**config.mk**
```make
export PLATFORM = sky130hd
export DESIGN_NAME = bgd_line_if
export DESIGN_NICKNAME = d
export VERILOG_FILES = /design/src/hdl/bgd_pkg.sv /design/src/hdl/bgd_line_if.sv
export VERILOG_INCLUDE_DIRS = /design/src /design/src/hdl
export SDC_FILE = /design/constraint.sdc
export NUM_CORES = 1
export LEC_CHECK = 0
export ABC_AREA = 1
export BUFFER_PORTS_ARGS = -buffer_cell sky130_fd_sc_hd__buf_2
export CORE_MARGIN = 2
export CORE_UTILIZATION = 35
export DETAILED_ROUTE_END_ITERATION = 10
export GPL_TIMING_DRIVEN = 0
export SETUP_SLACK_MARGIN = 0.1
export SLEW_MARGIN = 15
export SYNTH_ARGS = -nofsm -noshare
export SYNTH_HDL_FRONTEND = slang
export SYNTH_SLANG_ARGS = --single-unit
export TNS_END_PERCENT = 5
```
**constraint.sdc**
```tcl
create_clock -name clk -period 1.78 [get_ports clk]
set_input_delay 0.356 -clock clk [delete_from_list [all_inputs] [get_ports clk]]
set_output_delay 0.356 -clock clk [all_outputs]
set_load 0.005 [all_outputs]
```
**src/hdl/bgd_defs.svh**
```systemverilog
`ifndef BGD_DEFS_SVH
`define BGD_DEFS_SVH
// System clock and arbitration clock rates, in kHz.
`define BGD_CLK_KHZ    18'd125000
`define BGD_ARB_KHZ    18'd49152
// Serial bit rates, in kbit/s.
`define BGD_SLOW_KBPS  18'd49152
`define BGD_FAST_KBPS  18'd98304
// Gap thresholds, in arbitration clock periods.
`define BGD_ACK_DETECT 6'd4
`define BGD_ACK_HOLD   6'd8
`define BGD_SUB_DETECT 6'd16
`define BGD_SUB_HOLD   6'd20
`define BGD_ARB_DETECT 6'd28
`define BGD_ARB_HOLD   6'd32
// Status transfer bit positions.
`define BGD_STAT_ARB_BIT 0
`define BGD_STAT_SUB_BIT 1
`endif

```
**src/hdl/bgd_pkg.sv**
```systemverilog
`default_nettype none
package bgd_pkg;
	// One open-collector or totem-pole driver: level and enable.
	typedef struct packed {
		logic o;
		logic oe;
	} bgd_line_t;
	// Low nibble of the status transfer; bit 0 is the reset gap.
	typedef struct packed {
		logic [1:0] spare;
		logic       sub_gap;
		logic       arb_reset_gap;
	} bgd_status_t;
	// Which gap a pending transfer waits for.
	typedef enum logic [1:0] {
		GAP_ACK,
		GAP_SUB,
		GAP_ARB_RESET
	} bgd_gap_sel_t;
	// Transmit sequencer states.
	typedef enum logic [1:0] {
		ST_IDLE,
		ST_WAIT_GAP,
		ST_SEND,
		ST_DRAIN
	} bgd_state_t;
endpackage
`default_nettype wire

```
**src/hdl/bgd_line_if.sv**
```systemverilog
// Overview of operation
// - Logic one asserts the line, zero releases it.
// - Arbitration uses wired-OR drivers only.
// - Data and acknowledge may drive the released level.
// - Bits run at the slow or fast rate.
// - Gap timing uses the fixed arbitration clock.
// - Data XOR strobe edges capture receive data.
// - Idle means both receive lines unasserted.
// - Acknowledge gap after four idle arbitration clocks.
// - After acknowledge gap, drive at eight clocks.
// - Subaction gap after sixteen idle arbitration clocks.
// - After subaction gap, drive at twenty clocks.
// - Reset gap after twenty-eight idle arbitration clocks.
// - After reset gap, drive at thirty-two clocks.
// - Acknowledge gap precedes acknowledges and isochronous.
// - Subaction gap precedes asynchronous inside interval.
// - Reset gap precedes asynchronous at interval start.
// - Waiting node drives promptly once gap elapses.
// - Status bit zero flags arbitration reset gap.
// - Status bit one flags subaction gap.
`include "bgd_defs.svh"
`default_nettype none
module bgd_line_if (
	input  wire logic                clk,
	input  wire logic                resetn,
	input  wire logic                rx_data_line,
	input  wire logic                rx_strobe_line,
	input  wire logic                arb_mode,
	input  wire logic                xfer_mode,
	input  wire logic                fast_rate,
	input  wire logic                tx_req,
	input  wire bgd_pkg::bgd_gap_sel_t tx_gap_sel,
	input  wire logic                tx_valid,
	input  wire logic                tx_bit,
	input  wire logic                tx_last,
	output logic                     tx_ready,
	output logic                     tx_busy,
	output var bgd_pkg::bgd_line_t   tx_data_line,
	output var bgd_pkg::bgd_line_t   tx_strobe_line,
	output var bgd_pkg::bgd_status_t gap_status,
	output logic                     ack_gap,
	output logic                     rx_bit,
	output logic                     rx_bit_valid
);
	import bgd_pkg::*;

	// Idle count at which a transfer waiting for a gap may drive.
	function automatic logic [5:0] hold_of(input bgd_gap_sel_t sel);
		unique case (sel)
			GAP_ACK:       hold_of = `BGD_ACK_HOLD;
			GAP_SUB:       hold_of = `BGD_SUB_HOLD;
			GAP_ARB_RESET: hold_of = `BGD_ARB_HOLD;
			default:       hold_of = `BGD_ARB_HOLD;
		endcase
	endfunction

	// Two-stage synchronisers plus one history stage for edge finding.
	logic [2:0] rxd_q;          // Receive data pipe; bit 0 is first flop.
	logic [2:0] rxs_q;          // Receive strobe pipe.
	logic [2:0] rxd_d;
	logic [2:0] rxs_d;
	logic       rx_bit_q;       // Last captured NRZ bit.
	logic       rx_bit_d;
	logic       rx_valid_q;     // One-cycle pulse per captured bit.
	logic       rx_valid_d;
	logic       ds_edge;        // Recovered clock changed this cycle.
	logic       bus_idle;       // Both receive lines released.

	// The synchronised data and strobe are XORed; any change marks a bit.
	always_comb begin
		rxd_d      = {rxd_q[1:0], rx_data_line};
		rxs_d      = {rxs_q[1:0], rx_strobe_line};
		ds_edge    = (rxd_q[1] ^ rxs_q[1]) != (rxd_q[2] ^ rxs_q[2]);
		rx_bit_d   = ds_edge ? rxd_q[1] : rx_bit_q;
		rx_valid_d = ds_edge;
		bus_idle   = !rxd_q[1] && !rxs_q[1];
	end

	// Receive registers.
	always_ff @(posedge clk or negedge resetn) begin
		if (!resetn) begin
			rxd_q      <= 3'h0;
			rxs_q      <= 3'h0;
			rx_bit_q   <= 1'b0;
			rx_valid_q <= 1'b0;
		end else begin
			rxd_q      <= rxd_d;
			rxs_q      <= rxs_d;
			rx_bit_q   <= rx_bit_d;
			rx_valid_q <= rx_valid_d;
		end
	end

	// Arbitration clock made as a fractional tick of the system clock.
	// The tick has jitter of one system cycle but the right mean rate.
	logic [17:0] arb_acc_q;
	logic [17:0] arb_acc_d;
	logic        arb_tick;
	logic [5:0]  idle_q;        // Idle time in arbitration clocks.
	logic [5:0]  idle_d;
	logic        ack_q;         // Acknowledge gap seen.
	logic        sub_q;         // Subaction gap seen.
	logic        arst_q;        // Arbitration reset gap seen.
	logic        ack_d;
	logic        sub_d;
	logic        arst_d;

	// Gap counter: restarts on activity, counts ticks, stops at the top.
	always_comb begin
		arb_tick  = (arb_acc_q + `BGD_ARB_KHZ) >= `BGD_CLK_KHZ;
		arb_acc_d = arb_tick ? arb_acc_q + `BGD_ARB_KHZ - `BGD_CLK_KHZ
		                     : arb_acc_q + `BGD_ARB_KHZ;
		if (!bus_idle) begin
			idle_d = 6'h00;
		end else if (arb_tick && idle_q != `BGD_ARB_HOLD) begin
			idle_d = idle_q + 6'h01;
		end else begin
			idle_d = idle_q;
		end
		ack_d  = idle_q >= `BGD_ACK_DETECT;
		sub_d  = idle_q >= `BGD_SUB_DETECT;
		arst_d = idle_q >= `BGD_ARB_DETECT;
	end

	// Gap registers.
	always_ff @(posedge clk or negedge resetn) begin
		if (!resetn) begin
			arb_acc_q <= 18'h00000;
			idle_q    <= 6'h00;
			ack_q     <= 1'b0;
			sub_q     <= 1'b0;
			arst_q    <= 1'b0;
		end else begin
			arb_acc_q <= arb_acc_d;
			idle_q    <= idle_d;
			ack_q     <= ack_d;
			sub_q     <= sub_d;
			arst_q    <= arst_d;
		end
	end

	// Bit-rate tick for the transmitter, also fractional.
	// At the fast rate the tick fires on about four cycles in five; edges
	// then come at most once per system cycle, which is the best this clock can do.
	logic [17:0] tx_acc_q;
	logic [17:0] tx_acc_d;
	logic [17:0] tx_step;
	logic        tx_tick;
	bgd_state_t  st_q;
	bgd_state_t  st_d;
	logic        dval_q;        // Data line level being sent.
	logic        sval_q;        // Strobe line level being sent.
	logic        dval_d;
	logic        sval_d;
	bgd_line_t   dout_q;
	bgd_line_t   sout_q;
	bgd_line_t   dout_d;
	bgd_line_t   sout_d;
	logic        active;
	logic        totem;

	// Transmit sequencer, data-strobe encoder and driver mode.
	always_comb begin
		tx_step  = fast_rate ? `BGD_FAST_KBPS : `BGD_SLOW_KBPS;
		tx_tick  = (tx_acc_q + tx_step) >= `BGD_CLK_KHZ;
		tx_acc_d = tx_tick ? tx_acc_q + tx_step - `BGD_CLK_KHZ
		                   : tx_acc_q + tx_step;
		st_d     = st_q;
		dval_d   = dval_q;
		sval_d   = sval_q;
		tx_ready = 1'b0;
		unique case (st_q)
			ST_IDLE: begin
				// A request always waits for its gap first.
				if (tx_req) begin
					st_d = ST_WAIT_GAP;
				end
			end
			ST_WAIT_GAP: begin
				// Drive on the first cycle the hold-off is met.
				if (!tx_req) begin
					st_d = ST_IDLE;
				end else if (idle_q >= hold_of(tx_gap_sel)) begin
					st_d = ST_SEND;
				end
			end
			ST_SEND: begin
				// One bit per tick; an underrun repeats no edge.
				tx_ready = tx_tick;
				if (tx_tick && tx_valid) begin
					dval_d = tx_bit;
					sval_d = (tx_bit == dval_q) ? !sval_q : sval_q;
					if (tx_last) begin
						st_d = ST_DRAIN;
					end
				end
			end
			ST_DRAIN: begin
				// Hold the final bit for a full cell, then release.
				if (tx_tick) begin
					st_d   = ST_IDLE;
					dval_d = 1'b0;
					sval_d = 1'b0;
				end
			end
		endcase
		active   = (st_d == ST_SEND) || (st_d == ST_DRAIN);
		totem    = active && xfer_mode && !arb_mode;
		// Asserted level always sinks; released only driven in totem mode.
		dout_d.o  = active && dval_d;
		dout_d.oe = (active && dval_d) || totem;
		sout_d.o  = active && sval_d;
		sout_d.oe = (active && sval_d) || totem;
	end

	// Transmit registers.
	always_ff @(posedge clk or negedge resetn) begin
		if (!resetn) begin
			tx_acc_q <= 18'h00000;
			st_q     <= ST_IDLE;
			dval_q   <= 1'b0;
			sval_q   <= 1'b0;
			dout_q   <= '0;
			sout_q   <= '0;
		end else begin
			tx_acc_q <= tx_acc_d;
			st_q     <= st_d;
			dval_q   <= dval_d;
			sval_q   <= sval_d;
			dout_q   <= dout_d;
			sout_q   <= sout_d;
		end
	end

	// Outputs, all from flip-flops except the ready handshake.
	always_comb begin
		tx_data_line               = dout_q;
		tx_strobe_line             = sout_q;
		gap_status                 = '0;
		gap_status.arb_reset_gap   = arst_q;
		gap_status.sub_gap         = sub_q;
		ack_gap                    = ack_q;
		tx_busy                    = st_q != ST_IDLE;
		rx_bit                     = rx_bit_q;
		rx_bit_valid               = rx_valid_q;
	end
endmodule
`default_nettype wire

```
==> impl_metrics.toml <==
[logic_synthesis]
synth-seq-cells = 55
postSynthAreaPerCell_um2 = 8.73
yosys_warnings = 0
synth_common_cells = "nand2_1, inv_1, dfrtp_1, xor2_1, nor2_1"
synthTopCellsByArea = "dfrtp_1, nand2_1, xor2_1, inv_1, ha_1"
synth_top_area_share_pct = 46.8
syn-instance-count = 337
yosys.cell_types.count = 29
synthArstFlopShare_pct = 100
synth_area_um2 = 2940
yosysMostFrequentCell = "nand2_1"
synth-seq-area-share_pct = 46.8
synthFlopType = "dfrtp_1"
yosysTopAreaCell = "dfrtp_1"
synth_edf_count = 0

[route]
wl_um = 5310
drt_iter0_drc = 92
wl_met2_um = 2630
wl_per_cell_um = 11.0
wl_met1_um = 2460
detail-route-antenna-nets = 0
routed.top_layer = "met4"
vias_per_cell = 4.51
drc = 0
dr_total_vias = 2177
wl_met3_um = 141
drt-pass1-iter-count = 4

[finish]
diodes = 0
final_area_um2 = 3640
syn2layout_area_growth_pct = 23.7
drive_gt1_share_pct = 28.8
n_fill_cell = 796
nets = 405
fin_cells = 483

[run_status]
failed_checks = "setup timing"
status = "complete, but fails checks"

[placed_design]
place.port_buffers = 23
place_inst = 466
place_area_um2 = 3230
place_hpwl_um = 3700
gp_congestion = 0.774

[clock_network]
holdBufCountCts = 0
htreeDepth = 2
clk_latency_ns = 0.31
root_buffer = "clkbuf_8"
clk_pin_slew_ns = 0.10
clkSinkCount = 55
cts_made_buffers = 5
cts_buffer_depth = 2
cts_tree = "built"

[floorplanning]
die_area_um2 = 9160
die_width_um = 95.7
core_um2 = 8180
initial_core_util_pct = 36.0
row_count = 33
pin_count = 26
die_h_um = 95.7

[critical_path]
endpoint_kind = "primary output"
max_stage_delay_ns = 0.41
cp_slowest_cell = "dfrtp_1"
cp-start-kind = "flip-flop"
crit_fanout = 2
path_cells = "ha_4 > nand2_4 > nor3_2 > nand4_1 > nand2_1 > nand2_1 > nand2_2 > buf_6 > inv_4 > nor3_2 > buf_2"
critical_path_class = "flip-flop to primary output"
critical_path_arrival_ns = 1.82
cp.required_ns = 1.42

[sta]
setup_viol = 21
hold_violations = 0
slew_headroom_pct = 52.9
max_freq_ghz = 0.460
finalClockSkew_ns = 0.00963
fin_crit_sh_pct = 122
period_minus_slack_ns = 2.17
slew_violations = 0
layout_setup_ws_ns = -0.395
rsz0062_at_grt = "yes"
tightest_slew_ns = 0.706

[grt]
grt_pass1_vias = 2258
grt_use_total_pct = 13.1
antenna_found_initial = 0
gr-total-overflow = 0
grt_max_degree = 56
grt_first_pass_wirelength_um = 9560

[pwr]
leakagePower_nw = 1.77
powerDensity_nw_per_um2 = 1430
peakVddDrop_v = 0.000831

[hold_path]
min_path_type = "primary input to async pin"

[run]
cap_violations = 0
==> critical path: cells and delay by family (launching register included) <==
| kind | cells | cell delay, ns |
|---|---|---|
| flip-flops | 1 | 0.41 |
| adder cells (fa/ha/maj) | 1 | 0.29 |
| buffers and inverters | 3 | 0.26 |
| AND/OR/NAND/NOR | 7 | 0.54 |
==> metrics by stage <==
stage	setup slack, ns	TNS, ns	hold slack, ns	power (mW)	utilization (%)
2_1_floorplan	-0.0417	-0.0417	0.0604	3.18	-
3_3_place_gp	-0.407	-3.49	0.336	3.57	39.5
3_5_place_dp	-0.412	-3.92	0.338	3.62	39.5
4_1_cts	-0.483	-7.67	0.124	5.02	43.2
5_1_grt	-0.518	-8.75	0.131	5.62	44.5
6_report	-0.395	-5.34	0.0969	5.20	44.5
==> repair_timing <==
action                                  in CTS  in global routing
resized for setup                           27                 32
endpoints found under the setup margin      44                 45
endpoints found under the hold margin        0                  0
buffers inserted                             9                  2
pin swaps                                   19                 15
==> metal layers <==
metal  up-vias  GRT usage (%)
met5         -              0
met4         0           4.88
met3         7           2.51
met2        22           22.2
met1      1031           16.7
li1       1117              -
==> cells in the final DEF, fill, tap and decap left out, types with 3 or more instances in the layout <==
cell type and instances:
nand2_1 54, dfrtp_1 54, inv_1 51, xor2_1 24, buf_2 22, nor2_1 20
nand2_2 16, nand3_1 14, buf_4 11, nand4_1 10, xnor2_1 10, ha_1 10
nand3_2 9, nor2_2 7, o21ai_0 6, clkbuf_8 6, a21oi_1 5, inv_2 4
buf_6 4, ha_4 4, nor3_2 3, o21ai_2 3, buf_8 3
==> sequential cells by signal, summed over array words and instances, names as in the netlist <==
| name | count |
|---|---|
| sval_q | 1 |
| sub_q | 1 |
| dval_q | 1 |
| arb_acc_q | 15 |
| rx_bit | 1 |
| tx_strobe_line | 2 |
| tx_acc_q | 15 |
| rxs_q | 3 |
| arst_q | 1 |
| idle_q | 6 |
| ack_gap | 1 |
| st_q | 2 |
| tx_data_line | 2 |
| rxd_q | 3 |
| rx_bit_valid | 1 |
==> power breakdown <==
group / internal [mW] / total [mW] / switching, mW
Clock: 0.456 / 0.869 / 0.413
Combinational: 1.25 / 2.58 / 1.33
Sequential: 1.55 / 1.75 / 0.200
==> logic make-up (layout without fill, tap and decap cells) <==
group,count (synthesis),in the layout,share of synthesized area [%]
XOR/XNOR,37,37,11.0
adder cells (fa/ha/maj),15,15,6.38
flip-flops,55,55,46.8
buffers and inverters,66,106,9.95
AO/OA/AOI/OAI,21,21,3.87
other,1,2,0.127
AND/OR/NAND/NOR,142,142,21.9
==> worst paths after layout <==
check                             start               to  slack (ns)  cells after the start
min in group clk           rx_data_line         rxd_q[0]        0.15                      1
hold / removal                   resetn     arb_acc_q[4]         0.1                      1
setup reg to reg           tx_acc_q[14]  tx_data_line[0]       -0.29                     16
max in group asynchronous        resetn     arb_acc_q[5]        1.19                      1
setup / recovery           tx_acc_q[14]         tx_ready       -0.39                     11
hold reg to reg                rxs_q[0]         rxs_q[1]        0.36                      0
==> cell type report <==
cell class                 instances  area [µm²]  area share, %
multi-input combinational        217        1510           41.4
sequential                        55        1380           37.8
inverter                          57         219           6.02
timing repair buffer              32         200           5.50
tap                              105         131           3.61
buffer                             9        86.3           2.37
clock buffer                       6        82.6           2.27
clock inverter                     2        35.0          0.963
Power figures use the tool's default switching activity.
